==> config.mk <==
export PLATFORM = sky130hd
export DESIGN_NAME = fpp_programmer
export DESIGN_NICKNAME = d
export VERILOG_FILES = /design/src/fpp_pkg.sv /design/src/fpp_programmer.sv /design/src/fpp_time_acc.sv
export SDC_FILE = /design/constraint.sdc
export NUM_CORES = 1
export LEC_CHECK = 0
export BUFFER_PORTS_ARGS = -buffer_cell sky130_fd_sc_hd__clkbuf_2
export CAP_MARGIN = 20
export CORE_ASPECT_RATIO = 1.2
export CORE_MARGIN = 2
export CORE_UTILIZATION = 40
export DETAILED_ROUTE_END_ITERATION = 6
export PLACE_DENSITY_LB_ADDON = 0.05
export SYNTH_ARGS = -nofsm -noshare
export SYNTH_HDL_FRONTEND = slang
export SYNTH_SLANG_ARGS = --single-unit
==> constraint.sdc <==
create_clock -name clk_i -period 2.8 [get_ports clk_i]
set_clock_uncertainty 0.1 [all_clocks]
set_input_delay 0 -clock clk_i [delete_from_list [all_inputs] [get_ports clk_i]]
set_output_delay 0 -clock clk_i [all_outputs]
set_load 0.02 [all_outputs]
==> src/fpp_pkg.sv <==
// Shared constants and types for the fuse PROM programmer
package fpp_pkg;
  localparam int ADDR_W    = 10;
  localparam int DATA_W    = 8;
  localparam int WORDS     = 1024;
  localparam int CLK_MHZ   = 20;
  // Times in microseconds
  localparam int T_RISE_US   = 1;
  localparam int T_SETTLE_US = 10;
  localparam int T_PULSE_US  = 100;
  localparam int T_TOTAL_US  = 1000;
  localparam int RISE_CYC   = T_RISE_US * CLK_MHZ;
  localparam int SETTLE_CYC = T_SETTLE_US * CLK_MHZ;
  localparam int PULSE_CYC  = T_PULSE_US * CLK_MHZ;
  localparam int TOTAL_CYC  = T_TOTAL_US * CLK_MHZ;
  localparam int VERIFY_CYC = 2;
  localparam int CNT_W      = 16;
  localparam int PULSE_MAX  = TOTAL_CYC / PULSE_CYC;
  localparam logic [7:0] BYTE_ERASED = 8'hFF;

  typedef struct packed {
    logic [ADDR_W-1:0] addr;
    logic              cs_n;
  } fpp_pins_type;

  typedef struct packed {
    logic              done;
    logic              reject;
    logic [DATA_W-1:0] read_data;
    logic [DATA_W-1:0] fail_bits;
  } fpp_result_type;
endpackage

==> src/fpp_programmer.sv <==
// Programmer sequencer for a 1024 x 8 fuse PROM
// Behaviour
// - Drive target address and hold it through the word's cycle.
// - Hold chip select high before and during programming pulses.
// - Keep outputs released below disable level before raising supply.
// - Raise supply to programming level with controlled rise time.
// - Wait settle delay after supply up, then pulse selected output.
// - Pulse further bits under raised supply, settle delay between pulses.
// - Lower supply one settle delay after the last pulse.
// - Verify with chip select low; programmed bits read zero.
// - Retry failing bits until 1.0 ms total pulse time, then reject.
// - Split total time into shorter pulses.
// - Repeat sequence for each word requested.
// - Always drive address and chip select actively.
`timescale 1ns/1ps
module fpp_programmer
  import fpp_pkg::*;
#(
  parameter int SETTLE_CYCLES = SETTLE_CYC,
  parameter int PULSE_CYCLES  = PULSE_CYC,
  parameter int RISE_CYCLES   = RISE_CYC,
  parameter int MAX_PULSES    = PULSE_MAX
) (
  // Clock and reset
  input  wire logic                          clk_i,
  input  wire logic                          rst_i,
  // Request
  input  wire logic                          start_i,
  input  wire logic [fpp_pkg::ADDR_W-1:0]    addr_i,
  input  wire logic [fpp_pkg::DATA_W-1:0]    data_i,
  output logic                               ready_o,
  output fpp_pkg::fpp_result_type            result_o,
  // PROM pins
  output fpp_pkg::fpp_pins_type              pins_o,
  output logic                               supply_high_o,
  output logic [fpp_pkg::DATA_W-1:0]         prog_pulse_o,
  input  wire logic [fpp_pkg::DATA_W-1:0]    prom_data_i
);
  import fpp_pkg::*;

  typedef enum logic [2:0] {
    S_IDLE   = 3'b000,
    S_RISE   = 3'b001,
    S_SETTLE = 3'b010,
    S_PULSE  = 3'b011,
    S_FALL   = 3'b100,
    S_VERIFY = 3'b101
  } fpp_state_type;

  localparam int CW = 4;

  fpp_state_type          state_q;
  logic [CNT_W-1:0]       tmr_q;
  logic [ADDR_W-1:0]      addr_q;
  logic [DATA_W-1:0]      want_q;
  logic [DATA_W-1:0]      todo_q;
  logic [2:0]             bit_q;
  logic                   cs_n_q;
  logic                   vhi_q;
  logic [DATA_W-1:0]      pulse_q;
  fpp_result_type         res_q;
  logic [DATA_W*CW-1:0]   acc;
  logic [DATA_W-1:0]      inc;
  logic [DATA_W-1:0]      fail;
  logic [DATA_W-1:0]      spent;
  logic                   tmr_done;
  logic                   acc_clr;
  logic [DATA_W-1:0]      retry;

  assign tmr_done = (tmr_q == '0);
  // Any bit that differs from the wanted byte counts against the word
  assign fail  = want_q ^ prom_data_i;
  // Only intact fuses can still be pulsed; a zero cannot become one
  assign retry = fail & ~want_q & ~spent;

  // Bits whose time budget is used up
  // Budget counts whole pulses, so its limit is total over pulse width
  genvar g;
  generate
    for (g = 0; g < DATA_W; g++) begin : g_spent
      assign spent[g] = (acc[g*CW +: CW] >= CW'(MAX_PULSES));
    end
  endgenerate

  // One count per pulse ending on that bit
  assign inc = (state_q == S_PULSE && tmr_done) ? pulse_q : '0;
  assign acc_clr = (state_q == S_IDLE) && start_i;

  fpp_time_acc #(
    .DATA_W (DATA_W),
    .CW     (CW)
  ) u_acc (
    .clk_i   (clk_i),
    .rst_i   (rst_i),
    .clear_i (acc_clr),
    .inc_i   (inc),
    .count_o (acc)
  );

  // Pick the lowest outstanding bit
  function automatic logic [2:0] first_bit(input logic [DATA_W-1:0] v);
    logic [2:0] r;
    r = '0;
    for (int i = DATA_W - 1; i >= 0; i--) begin
      if (v[i]) begin
        r = 3'(i);
      end
    end
    return r;
  endfunction

  // Sequencer
  always_ff @(posedge clk_i or posedge rst_i) begin
    if (rst_i) begin
      state_q <= S_IDLE;
      tmr_q   <= '0;
      addr_q  <= '0;
      want_q  <= BYTE_ERASED;
      todo_q  <= '0;
      bit_q   <= '0;
      cs_n_q  <= 1'b1;
      vhi_q   <= 1'b0;
      pulse_q <= '0;
    end else begin
      // One shared down-counter times every phase
      if (!tmr_done) begin
        tmr_q <= tmr_q - CNT_W'(1);
      end
      unique case (state_q)
        S_IDLE: begin
          if (start_i) begin
            addr_q  <= addr_i;
            want_q  <= data_i;
            todo_q  <= ~data_i;
            cs_n_q  <= 1'b1;
            pulse_q <= '0;
            // Supply starts its ramp on the taking edge
            vhi_q   <= 1'b1;
            tmr_q   <= CNT_W'(RISE_CYCLES);
            state_q <= (~data_i == '0) ? S_FALL : S_RISE;
            // Nothing to blow: skip the ramp, pass through fall with a zero count to verify
            if (~data_i == '0) begin
              vhi_q <= 1'b0;
              tmr_q <= '0;
            end
          end
        end
        S_RISE: begin
          if (tmr_done) begin
            tmr_q   <= CNT_W'(SETTLE_CYCLES);
            state_q <= S_SETTLE;
          end
        end
        S_SETTLE: begin
          if (tmr_done) begin
            if (todo_q == '0) begin
              vhi_q   <= 1'b0;
              tmr_q   <= CNT_W'(RISE_CYCLES);
              state_q <= S_FALL;
            end else begin
              bit_q   <= first_bit(todo_q);
              pulse_q <= DATA_W'(1) << first_bit(todo_q);
              tmr_q   <= CNT_W'(PULSE_CYCLES);
              state_q <= S_PULSE;
            end
          end
        end
        S_PULSE: begin
          // Budget for this bit is charged as the pulse ends
          if (tmr_done) begin
            pulse_q <= '0;
            todo_q[bit_q] <= 1'b0;
            tmr_q   <= CNT_W'(SETTLE_CYCLES);
            state_q <= S_SETTLE;
          end
        end
        S_FALL: begin
          // Fall time reuses the rise count
          if (tmr_done) begin
            cs_n_q  <= 1'b0;
            tmr_q   <= CNT_W'(VERIFY_CYC);
            state_q <= S_VERIFY;
          end
        end
        S_VERIFY: begin
          if (tmr_done) begin
            cs_n_q <= 1'b1;
            // Blown bits wanted as one are reported, never retried
            if (retry != '0) begin
              todo_q  <= retry;
              vhi_q   <= 1'b1;
              tmr_q   <= CNT_W'(RISE_CYCLES);
              state_q <= S_RISE;
            end else begin
              state_q <= S_IDLE;
            end
          end
        end
        default: begin
          state_q <= S_IDLE;
        end
      endcase
    end
  end

  // Outcome of each word
  always_ff @(posedge clk_i or posedge rst_i) begin
    if (rst_i) begin
      res_q <= '0;
    end else begin
      res_q.done <= 1'b0;
      // Done pulses for one cycle; the other fields hold until the next word ends
      if (state_q == S_VERIFY && tmr_done && retry == '0) begin
        res_q.done      <= 1'b1;
        res_q.reject    <= (fail != '0);
        res_q.read_data <= prom_data_i;
        res_q.fail_bits <= fail;
      end
    end
  end

  assign ready_o       = (state_q == S_IDLE);
  assign result_o      = res_q;
  assign pins_o.addr   = addr_q;
  assign pins_o.cs_n   = cs_n_q;
  assign supply_high_o = vhi_q;
  assign prog_pulse_o  = pulse_q;

  // Checks
  cs_hi_pulse_a: assert property (@(posedge clk_i) disable iff (rst_i)
    (pulse_q != '0) |-> cs_n_q && vhi_q)
    else $error("pulse while selected or supply low");
  one_bit_a: assert property (@(posedge clk_i) disable iff (rst_i)
    $onehot0(pulse_q))
    else $error("more than one output pulsed");
  addr_hold_a: assert property (@(posedge clk_i) disable iff (rst_i)
    (state_q != S_IDLE && $past(state_q) != S_IDLE) |-> $stable(addr_q))
    else $error("address changed mid word");
  pulse_len_a: assert property (@(posedge clk_i) disable iff (rst_i)
    $rose(pulse_q != '0) |-> (pulse_q != '0)[*8])
    else $error("pulse too short");
  gap_a: assert property (@(posedge clk_i) disable iff (rst_i)
    $fell(pulse_q != '0) |-> (pulse_q == '0)[*8])
    else $error("pulses too close");
  fall_a: assert property (@(posedge clk_i) disable iff (rst_i)
    $fell(pulse_q != '0) |-> vhi_q[*8])
    else $error("supply dropped before settle");
  verify_a: assert property (@(posedge clk_i) disable iff (rst_i)
    !cs_n_q |-> !vhi_q && pulse_q == '0)
    else $error("verify under programming supply");
  budget_a: assert property (@(posedge clk_i) disable iff (rst_i)
    (state_q == S_SETTLE && tmr_done && todo_q != '0) |->
      !spent[first_bit(todo_q)])
    else $error("bit pulsed past its budget");
  supply_cs_a: assert property (@(posedge clk_i) disable iff (rst_i)
    vhi_q |-> cs_n_q)
    else $error("supply raised while selected");
  idle_quiet_a: assert property (@(posedge clk_i) disable iff (rst_i)
    (state_q == S_IDLE) |-> !vhi_q && pulse_q == '0)
    else $error("idle with supply or pulse on");
  rise_supply_a: assert property (@(posedge clk_i) disable iff (rst_i)
    (state_q == S_RISE) |-> vhi_q && pulse_q == '0)
    else $error("ramp without supply or with a pulse");
  first_wait_a: assert property (@(posedge clk_i) disable iff (rst_i)
    $rose(vhi_q) |-> (pulse_q == '0)[*8])
    else $error("pulse too soon after supply rise");
  pulse_start_a: assert property (@(posedge clk_i) disable iff (rst_i)
    $rose(pulse_q != '0) |-> $past(state_q) == S_SETTLE)
    else $error("pulse not preceded by a settle");
  fall_low_a: assert property (@(posedge clk_i) disable iff (rst_i)
    (state_q == S_FALL) |-> !vhi_q && cs_n_q)
    else $error("supply high or selected while falling");
  verify_len_a: assert property (@(posedge clk_i) disable iff (rst_i)
    $fell(cs_n_q) |-> (!cs_n_q)[*2])
    else $error("verify window too short");
  good_word_a: assert property (@(posedge clk_i) disable iff (rst_i)
    (res_q.done && !res_q.reject) |-> res_q.read_data == want_q)
    else $error("accepted word differs from request");
  blank_bit_a: assert property (@(posedge clk_i) disable iff (rst_i)
    (pulse_q & want_q) == '0)
    else $error("pulse on a bit wanted as one");
  acc_cap_a: assert property (@(posedge clk_i) disable iff (rst_i)
    (inc & spent) == '0)
    else $error("pulse charged to a spent bit");
  addr_take_a: assert property (@(posedge clk_i) disable iff (rst_i)
    (ready_o && start_i) |=> addr_q == $past(addr_i))
    else $error("address not captured on start");

  // Main scenarios
  word_c: cover property (@(posedge clk_i) disable iff (rst_i)
    res_q.done && !res_q.reject);
  reject_c: cover property (@(posedge clk_i) disable iff (rst_i)
    res_q.done && res_q.reject);
  retry_c: cover property (@(posedge clk_i) disable iff (rst_i)
    state_q == S_VERIFY ##1 state_q == S_RISE);
  blank_c: cover property (@(posedge clk_i) disable iff (rst_i)
    state_q == S_IDLE && start_i && (&data_i));
  multi_c: cover property (@(posedge clk_i) disable iff (rst_i)
    $fell(pulse_q != '0) && todo_q != '0);
endmodule

==> src/fpp_time_acc.sv <==
// Per-bit accumulated pulse count memory
`timescale 1ns/1ps
module fpp_time_acc #(
  parameter int DATA_W = 8,
  parameter int CW     = 4
) (
  // Clock and reset
  input  wire logic              clk_i,
  input  wire logic              rst_i,
  // Control
  input  wire logic              clear_i,
  input  wire logic [DATA_W-1:0] inc_i,
  // Totals
  output logic [DATA_W*CW-1:0]   count_o
);
  genvar g;
  generate
    for (g = 0; g < DATA_W; g++) begin : g_bit
      logic [CW-1:0] cnt_q;
      always_ff @(posedge clk_i or posedge rst_i) begin
        if (rst_i) begin
          cnt_q <= '0;
        end else if (clear_i) begin
          cnt_q <= '0;
        end else if (inc_i[g]) begin
          cnt_q <= cnt_q + CW'(1);
        end
      end
      assign count_o[g*CW +: CW] = cnt_q;
    end
  endgenerate
endmodule

After elaboration in Yosys (flattened, before gate mapping)
Index checks and enable logic that the tools add are counted.

Flip-flop bits (word level): 108. Bits in latches: 0. RAM bits: 0. Memory bits (read-only): 0. Bits of input ports: 29. Logic and storage cells: 167. Memories: 0.

Add/sub/neg operators: 9. Multiply operators: 0. Divide/modulo/power cells: 0. Order comparisons: 10. Equality and inequality tests: 14. Shifts and indexed selects: 1. Multiplexer cells: 71. Bitwise operators: 9. Reduce and logical (&&, ||, !) cells: 32.

Operator list (count): 2-to-1 mux 16 bit (7); one-hot mux 16 bit (5 select lines) (1); 2-to-1 mux 8 bit (9); 2-to-1 mux 4 bit (16); 2-to-1 mux 3 bit (18); one-hot mux 8 bit (3 select lines) (2); adder 4 x 1 -> 4 bit (second input constant) (8); >= comparator 4 bit (second input constant) (8); inverter 8 bit (4); AND 8 bit (3); zero test 8 bit (3); 2-to-1 mux 18 bit (1); zero test 16 bit (1); != test 2 bit (second input constant) (8); nonzero test 2 bit (8); nonzero test 8 bit (2); subtractor 16 x 1 -> 16 bit (second input constant) (1); one-hot mux 3 bit (5 select lines) (1); AND reduction 5 bit (3); nonzero test 3 bit (4); 2-to-1 mux 1 bit (11); 2-to-1 mux 11 bit (1); left shift 1 x 3 -> 8 bit (first input constant) (1); XOR 8 bit (1); 17 further kinds (24).

Longest topological paths before layout
Gate-level depths: netlist of the first run.

Word-level depth: 15. Gate-level depth with buffers: 13.

Modules after synthesis
From an unflattened synthesis of the first run, not the netlist that was laid out.

Cell total of the unflattened synthesis: 615. Area total of the unflattened synthesis: 5900.7 um^2.

By module, submodules not included: fpp_programmer (times used 1, cells an instance 482, area an instance 4335.4 um^2, seq. area each 1913.1 um^2); fpp_time_acc (times used 1, cells an instance 133, area an instance 1565.3 um^2, seq. area each 800.8 um^2).

Worst setup path before layout of the first run
Ideal clock, no wire load.

Path kind: register -> register. Start: reg tmr_q[1]. End: reg tmr_q[0]. Library setup time: 0.130 ns. Data arrival time: 2.517 ns. Required time: 2.570 ns. Slack: 0.052 ns. Cell stages (with the launch flop): 14. Path buffers: 3. Path through: dfrtp_1 -> inv_1 -> ha_1 -> or3b_1 -> clkbuf_1 -> nor4_4 -> inv_2 -> buf_6 -> buf_2 -> ha_1 -> inv_1 -> o32ai_1 -> a22oi_1 -> o21ai_0.

Longest elaborated chain between the ends: 5. Elaborated cells between the ends (all ways): 9. Those cells by class: 8 x mux; 1 x reduce/logical.

Ends and longest elaborated chain: start: declaration (line fpp_programmer.sv:53) `logic [CNT_W-1:0] tmr_q;`; start signal: assignment (line fpp_programmer.sv:127) `tmr_q <= tmr_q - CNT_W'(1);`; start signal: assignment (line fpp_programmer.sv:139) `tmr_q <= CNT_W'(RISE_CYCLES);`; start signal: assignment (line fpp_programmer.sv:150) `tmr_q <= CNT_W'(SETTLE_CYCLES);`; zero test 16 bit * (line fpp_programmer.sv:70) `assign tmr_done = (tmr_q == '0);`; 2-to-1 mux 16 bit (line fpp_programmer.sv:126) `if (!tmr_done) begin`; 2-to-1 mux 16 bit (line fpp_programmer.sv:189) `if (retry != '0) begin`; 2-to-1 mux 16 bit (line fpp_programmer.sv:186) `if (tmr_done) begin`; one-hot mux 16 bit (5 select lines) * (line fpp_programmer.sv:129) `unique case (state_q)`.

Every way passes the cells marked *; elsewhere a longest branch is shown, timed or not. A chain may end at the register's enable or synchronous reset.

Worst setup path after layout of the first run
Start: reg tmr_q[1]. End: reg tmr_q[6].

Longest elaborated chain between the ends: 5. Elaborated cells between the ends (all ways): 10. Those cells by class: 1 x add/sub; 8 x mux; 1 x reduce/logical.

Ends and longest elaborated chain (line): subtractor 16 x 1 -> 16 bit / zero test 16 bit (equally long branches) (fpp_programmer.sv:127, fpp_programmer.sv:70); 2-to-1 mux 16 bit (fpp_programmer.sv:126); 2-to-1 mux 16 bit (fpp_programmer.sv:189); 2-to-1 mux 16 bit (fpp_programmer.sv:186); one-hot mux 16 bit (5 select lines) * (fpp_programmer.sv:129).

Marks and branches as above.

==> flow_summary.ini, run 1 <==
[cells_and_area]
final_nets = 768
drive_above_1_share_pct = 22.4
final_util_pct = 50.2
area.growth.synth_to_final_pct = 23.7
n_antenna_cell = 0
fin_cells = 893

[route]
first_pass_iters = 4
vias = 4922
viasPerCell = 5.51
postRouteAntennaNets = 0
drt-total-wl_mm = 15.3
post_drt_wl_per_cell_um = 17.1
drc = 0
drt_iter0_drc = 242

[timing]
finalHoldViolations = 0
setup_viol = 0
tns_ns = 0
rsz0062_at_grt = no
slew_headroom_pct = 42.5
period_share_pct = 94.3
layout_min_cycle_time_ns = 2.64
hold-worst-slack_ns = 0.0857
drv_slew = 0
worst_pin_slew_ns = 0.861
max_freq_mhz = 379

[synthesis]
synth-seq-cells = 108
ys_seq_area_share_pct = 46.9
synth_most_common_cell = dfrtp_1
async_flop_share_pct = 100
netlist_instances = 598
yosys-top-cells-count = dfrtp_1, nand2_1, nor2_1
synth-main-ff-cell = dfrtp_1
synth_nets = 653
synth_area_mm2 = 0.00578
ys_types = 65
yosysWarnings = 0
ys_top_cells_by_area = dfrtp_1, ha_1, dfstp_2
yosysTopAreaCell = dfrtp_1
synth_edf_count = 0
synth_top_area_share_pct = 42.8
synth.avg_cell_area_um2 = 9.67

[placement]
dp_hpwl_mm = 10.9
gp_congestion = 0.865
io_buffers = 67
placedCellCount = 844

[flow_run]
cap_violations = 0

[setup_path]
end_kind = flip-flop
crit_required_ns = 2.92
cp_max_fo = 12
critPathKind = reg2reg
worst_setup_path_start_kind = flip-flop
critPathSlowestCell = or3b_4
arrival_ns = 2.76
crit_chain = inv_1, ha_4, or3b_4, nor4_4, buf_4, nand3_1, a21boi_0, a22oi_1
slowest_delay_ns = 0.40

[global_routing]
grt_pass1_vias = 4959
antenna_found_initial = 0
grt_pass1_wl_mm = 25.5
grt_usage_pct = 21.1
grt_max_degree = 44
grt-ovfl-total = 0

[power_and_ir_drop]
p_sw_uw = 709
power_uw = 3050
p_leak_uw = 0.00307
p_per_area_mw_per_mm2 = 427
p_seq_share_pct = 51.7
ir_drop_mv = 0.273
intPower_uw = 2340
netSwitchingFraction_pct = 23.2
power_frac_comb_pct = 4.6
p_clk_share_pct = 43.7

[clock_tree]
clock_latency_ns = 0.36
clk_pin_slew_ns = 0.07
cts_buffers = 9
cts_tree = yes
cts_max_path_buffers = 2
htreeDepth = 3
cts-root-buf = clkbuf_16
clock-sinks = 108

[floorplan]
start_util_pct = 40.6
die_h_um = 136
rows = 48
io_pins = 68
die_w_um = 114
dieArea_mm2 = 0.0154
coreArea_mm2 = 0.0142

[status]
outcome = finished clean

[hold_path]
hold_path_class = in2reg
==> layout make-up <==
type | instances | area, um^2
tap | 175 | 219
clock buffer | 9 | 225
timing repair buffer | 135 | 951
multi-input combinational | 425 | 2820
inverter | 34 | 134
fill | 1362 | 7080
sequential | 108 | 2710
clock inverter | 7 | 85.1
==> final timing paths <==
kind | endpoint | start | slack (ns) | cells after the start
min | state_q[0] | start_i | 0.09 | 4
min in group asynchronous | addr_q[8] | rst_i | 0.27 | 3
max | tmr_q[6] | tmr_q[1] | 0.16 | 8
max in group asynchronous | todo_q[2] | rst_i | 1.45 | 4
min reg2reg | addr_q[0] | addr_q[0] | 0.38 | 2
max reg2reg | tmr_q[6] | tmr_q[1] | 0.16 | 8
==> sequential cells by signal (all words and copies together), names as in the netlist <==
register and count:
u_acc.g_bit.cnt_q 32, tmr_q 16, result_o 18, bit_q 3, supply_high_o 1, addr_q 10
want_q 8, cs_n_q 1, state_q 3, prog_pulse_o 8, todo_q 8
==> routing by layer <==
layer  GRT usage [%]  vias to the layer above  part of all wire (%)
li1                -                     2371                     -
met1            27.4                     2433                    44
met2            35.7                       97                    51
met3            2.60                       21                   3.1
met4            8.60                        0                   2.4
met5               0                        -                     0
==> worst max-delay path, delay by kind of cell (launching register included) <==
kind            cells  cell delay (ns)
flops               1             0.38
fa+ha+maj           1             0.16
compound gates      2             0.54
buf+inv             2             0.39
simple gates        3             0.95
==> power by group through the flow <==
stage / clock network (uW) / logic, uW / registers, uW
floorplan: 0 / 40.2 / 1620
global placement: 0 / 113 / 1610
detailed placement: 0 / 114 / 1610
CTS: 1380 / 143 / 1580
global route: 1440 / 155 / 1580
finish: 1330 / 140 / 1580
==> logic make-up (layout without fill, tap and decap cells) <==
| kind of cell | count (synthesis) | count (layout) | share of synthesized area [%] |
|---|---|---|---|
| flip-flops | 108 | 108 | 46.9 |
| multiplexers | 18 | 18 | 3.31 |
| AO/OA/AOI/OAI | 132 | 132 | 16.0 |
| buffers and inverters | 65 | 185 | 4.67 |
| XOR/XNOR | 29 | 29 | 4.39 |
| adder cells (fa/ha/maj) | 26 | 26 | 5.63 |
| AND/OR/NAND/NOR | 220 | 220 | 19.1 |
==> what timing repair did <==
action / CTS / global route
hold buffers: 27 / 0
buffers inserted: 0 / 6
hold endpoints to repair: 75 / 0
endpoints found under the setup margin: 0 / 31
gates resized for setup: 0 / 9
==> layout by cell type (no fill, tap or decap), types with 21 or more instances in the layout <==
cell type,n
a21oi_1,23
dfrtp_1,99
ha_1,25
buf_4,38
dlygate4sd3_1,27
nand2_1,59
nor2_1,51
inv_1,31
o21ai_0,33
nand4_1,21
clkbuf_2,67
nand3_1,23
==> through the flow <==
stage	cell area [um^2]	setup slack [ns]
floorplan	5790	0.0525
global placement	6500	0.115
detailed placement	6500	0.0720
CTS	7080	0.0504
global route	7150	0.0207
finish	7150	0.159
No activity file was read; power rests on OpenSTA's default activity.
==> run 2, diff against run 1 <==
--- a/config.mk
+++ b/config.mk
@@ -8,7 +8,6 @@
 export BUFFER_PORTS_ARGS = -buffer_cell sky130_fd_sc_hd__clkbuf_2
 export CAP_MARGIN = 20
 export CORE_ASPECT_RATIO = 1.2
-export CORE_MARGIN = 2
 export CORE_UTILIZATION = 40
 export DETAILED_ROUTE_END_ITERATION = 6
 export PLACE_DENSITY_LB_ADDON = 0.05
==> constraint.sdc (replaced) <==
create_clock -name clk_i -period 2.5 [get_ports clk_i]
set_clock_uncertainty 0.1 [all_clocks]
set_input_delay 0 -clock clk_i [delete_from_list [all_inputs] [get_ports clk_i]]
set_output_delay 0 -clock clk_i [all_outputs]
set_load 0.02 [all_outputs]
==> run 2 against run 1 <==
  * First-iteration DRC count increased by 4.1%
  * Non-clock buffer count increased by 42
  * Sequential share of layout area down 2.4 points
  * Hold slack worse by 0.044 ns
  * Sequential cell count unchanged
  * Via count rose by 2.8%
  * Critical endpoint is now tmr_q[10]
  * Critical path type unchanged
  * Routed wire length is 0.16% higher
  * Setup slack got worse by 0.090 ns
  * Die area fell by 3.2%
  * Power grew 14%
  * Highest routed layer unchanged
  * Clock power up 16%
==> flow_summary.ini, run 2 (synthesis results as in run 1) <==
[route]
post_drt_wl_per_cell_um = 16.4
drt-total-wl_mm = 15.3
vias = 5058
drc = 0
viasPerCell = 5.43
first_pass_iters = 4
drt_iter0_drc = 252
postRouteAntennaNets = 0

[floorplan]
dieArea_mm2 = 0.0149
die_w_um = 112
rows = 47
die_h_um = 134
start_util_pct = 41.5
io_pins = 68
coreArea_mm2 = 0.0139

[power_and_ir_drop]
power_uw = 3470
p_per_area_mw_per_mm2 = 454
p_leak_uw = 0.00329
ir_drop_mv = 0.372

[setup_path]
critPathKind = reg2reg
cp_common_cell = buf_6
cp_max_fo = 21
arrival_ns = 2.56
end_kind = flip-flop
worst_setup_path_start_kind = flip-flop
path_buf_inv = 3
critical-path-top-delay-family = simple AND/OR/NAND/NOR gates
critPathSlowestCell = or3b_4
crit_required_ns = 2.63
crit_chain = inv_2, ha_4, or3b_4, nor4_4, buf_6, buf_6, o21ai_0, a221oi_2, a21oi_1
slowest_delay_ns = 0.40

[timing]
rsz0062_at_grt = yes
finalHoldViolations = 0
drv_slew = 0
max_freq_mhz = 411
layout_min_cycle_time_ns = 2.43
period_share_pct = 97.2
slew_headroom_pct = 50.4
tns_ns = 0
worst_pin_slew_ns = 0.743
setup_viol = 0
hold-worst-slack_ns = 0.0417

[clock_tree]
clock_latency_ns = 0.36
cts-root-buf = clkbuf_16
clock-sinks = 108
htreeDepth = 3
clk_pin_slew_ns = 0.08
cts_max_path_buffers = 2
cts_buffers = 9
cts_tree = yes

[cells_and_area]
final_area_mm2 = 0.00764
final_cell_mix = dfrtp_1, buf_4, clkbuf_2
area.growth.synth_to_final_pct = 32.2
final_nets = 811
largest_reg_flops = 32
final_common_cell = dfrtp_1
multi_input_comb_area_mm2 = 0.00295
nFillCells = 1232
regArea_mm2 = 0.00271
drive_above_1_share_pct = 29.2
regMostFlops = u_acc.g_bit.cnt_q
fin_cells = 932
n_antenna_cell = 0

[status]
outcome = finished clean

[global_routing]
grt_usage_pct = 21.4
antenna_found_initial = 0
grt-ovfl-total = 0
grt_max_degree = 56
grt_pass1_vias = 4930
grt_pass1_wl_mm = 25.0

[hold_path]
hold_path_class = in2reg

[flow_run]
cap_violations = 0

[placement]
gp_congestion = 0.875
placed_area_mm2 = 0.00683
dp_hpwl_mm = 11.0
placedCellCount = 876
io_buffers = 67
run 2: worst paths after layout:
check	start	to	slack, ns	cells after the start
worst max register to register	tmr_q[1]	tmr_q[10]	0.07	9
worst min-delay path	start_i	state_q[0]	0.04	4
min in group asynchronous	rst_i	result_o[9]	0.20	3
worst min register to register	addr_q[6]	addr_q[6]	0.38	2
worst max-delay path	tmr_q[1]	tmr_q[10]	0.07	9
max in group asynchronous	rst_i	want_q[0]	1.34	4
run 2: timing repair:
item,in CTS,in global routing
setup buffers,1,11
setup endpoints to repair,35,55
pin swaps,1,13
hold endpoints to repair,62,0
resized for setup,3,26
hold buffers,27,0
gates cloned,1,0
run 2: routing by layer:
metal / share of wire [%] / vias up / wire length (um) / track usage [%]
met3: 3.1 / 15 / 475 / 3.28
met2: 51 / 110 / 7760 / 37.0
met4: 1.6 / 0 / 248 / 7.66
met1: 44 / 2480 / 6800 / 27.0
li1: - / 2453 / - / -
met5: 0 / - / 0 / 0
run 2: cell type report:
cell class                      count  area share (%)
Tap cell                          171            2.80
Timing Repair inverter              1          0.0982
Timing Repair Buffer              177            17.0
Clock buffer                       11            3.31
Inverter                           34            1.75
Clock inverter                      5           0.884
Multi-Input combinational cell    425            38.6
Sequential cell                   108            35.5
run 2: stage by stage:
| step | setup WS, ns | utilization [%] |
|---|---|---|
| after global routing | -0.0463 | 54.9 |
| after CTS | 0.00506 | 53.4 |
| after floorplan | -0.106 | - |
| after global placement | -0.0290 | 49.0 |
| after detailed placement | -0.0810 | 49.0 |
| final | 0.0690 | 54.9 |
run 2: power breakdown:
part	internal, uW	leakage (uW)	switching, uW
clock network	845	0.000158	695
registers	1760	0.00118	7.33
logic	71.6	0.00195	89.0
total	2680	0.00329	791
run 2: tightest hold or removal path, cell delays in order:
cell,delay (ns)
clkbuf_2,0.16
nor2_1,0.11
o32a_1,0.14
o31ai_1,0.06
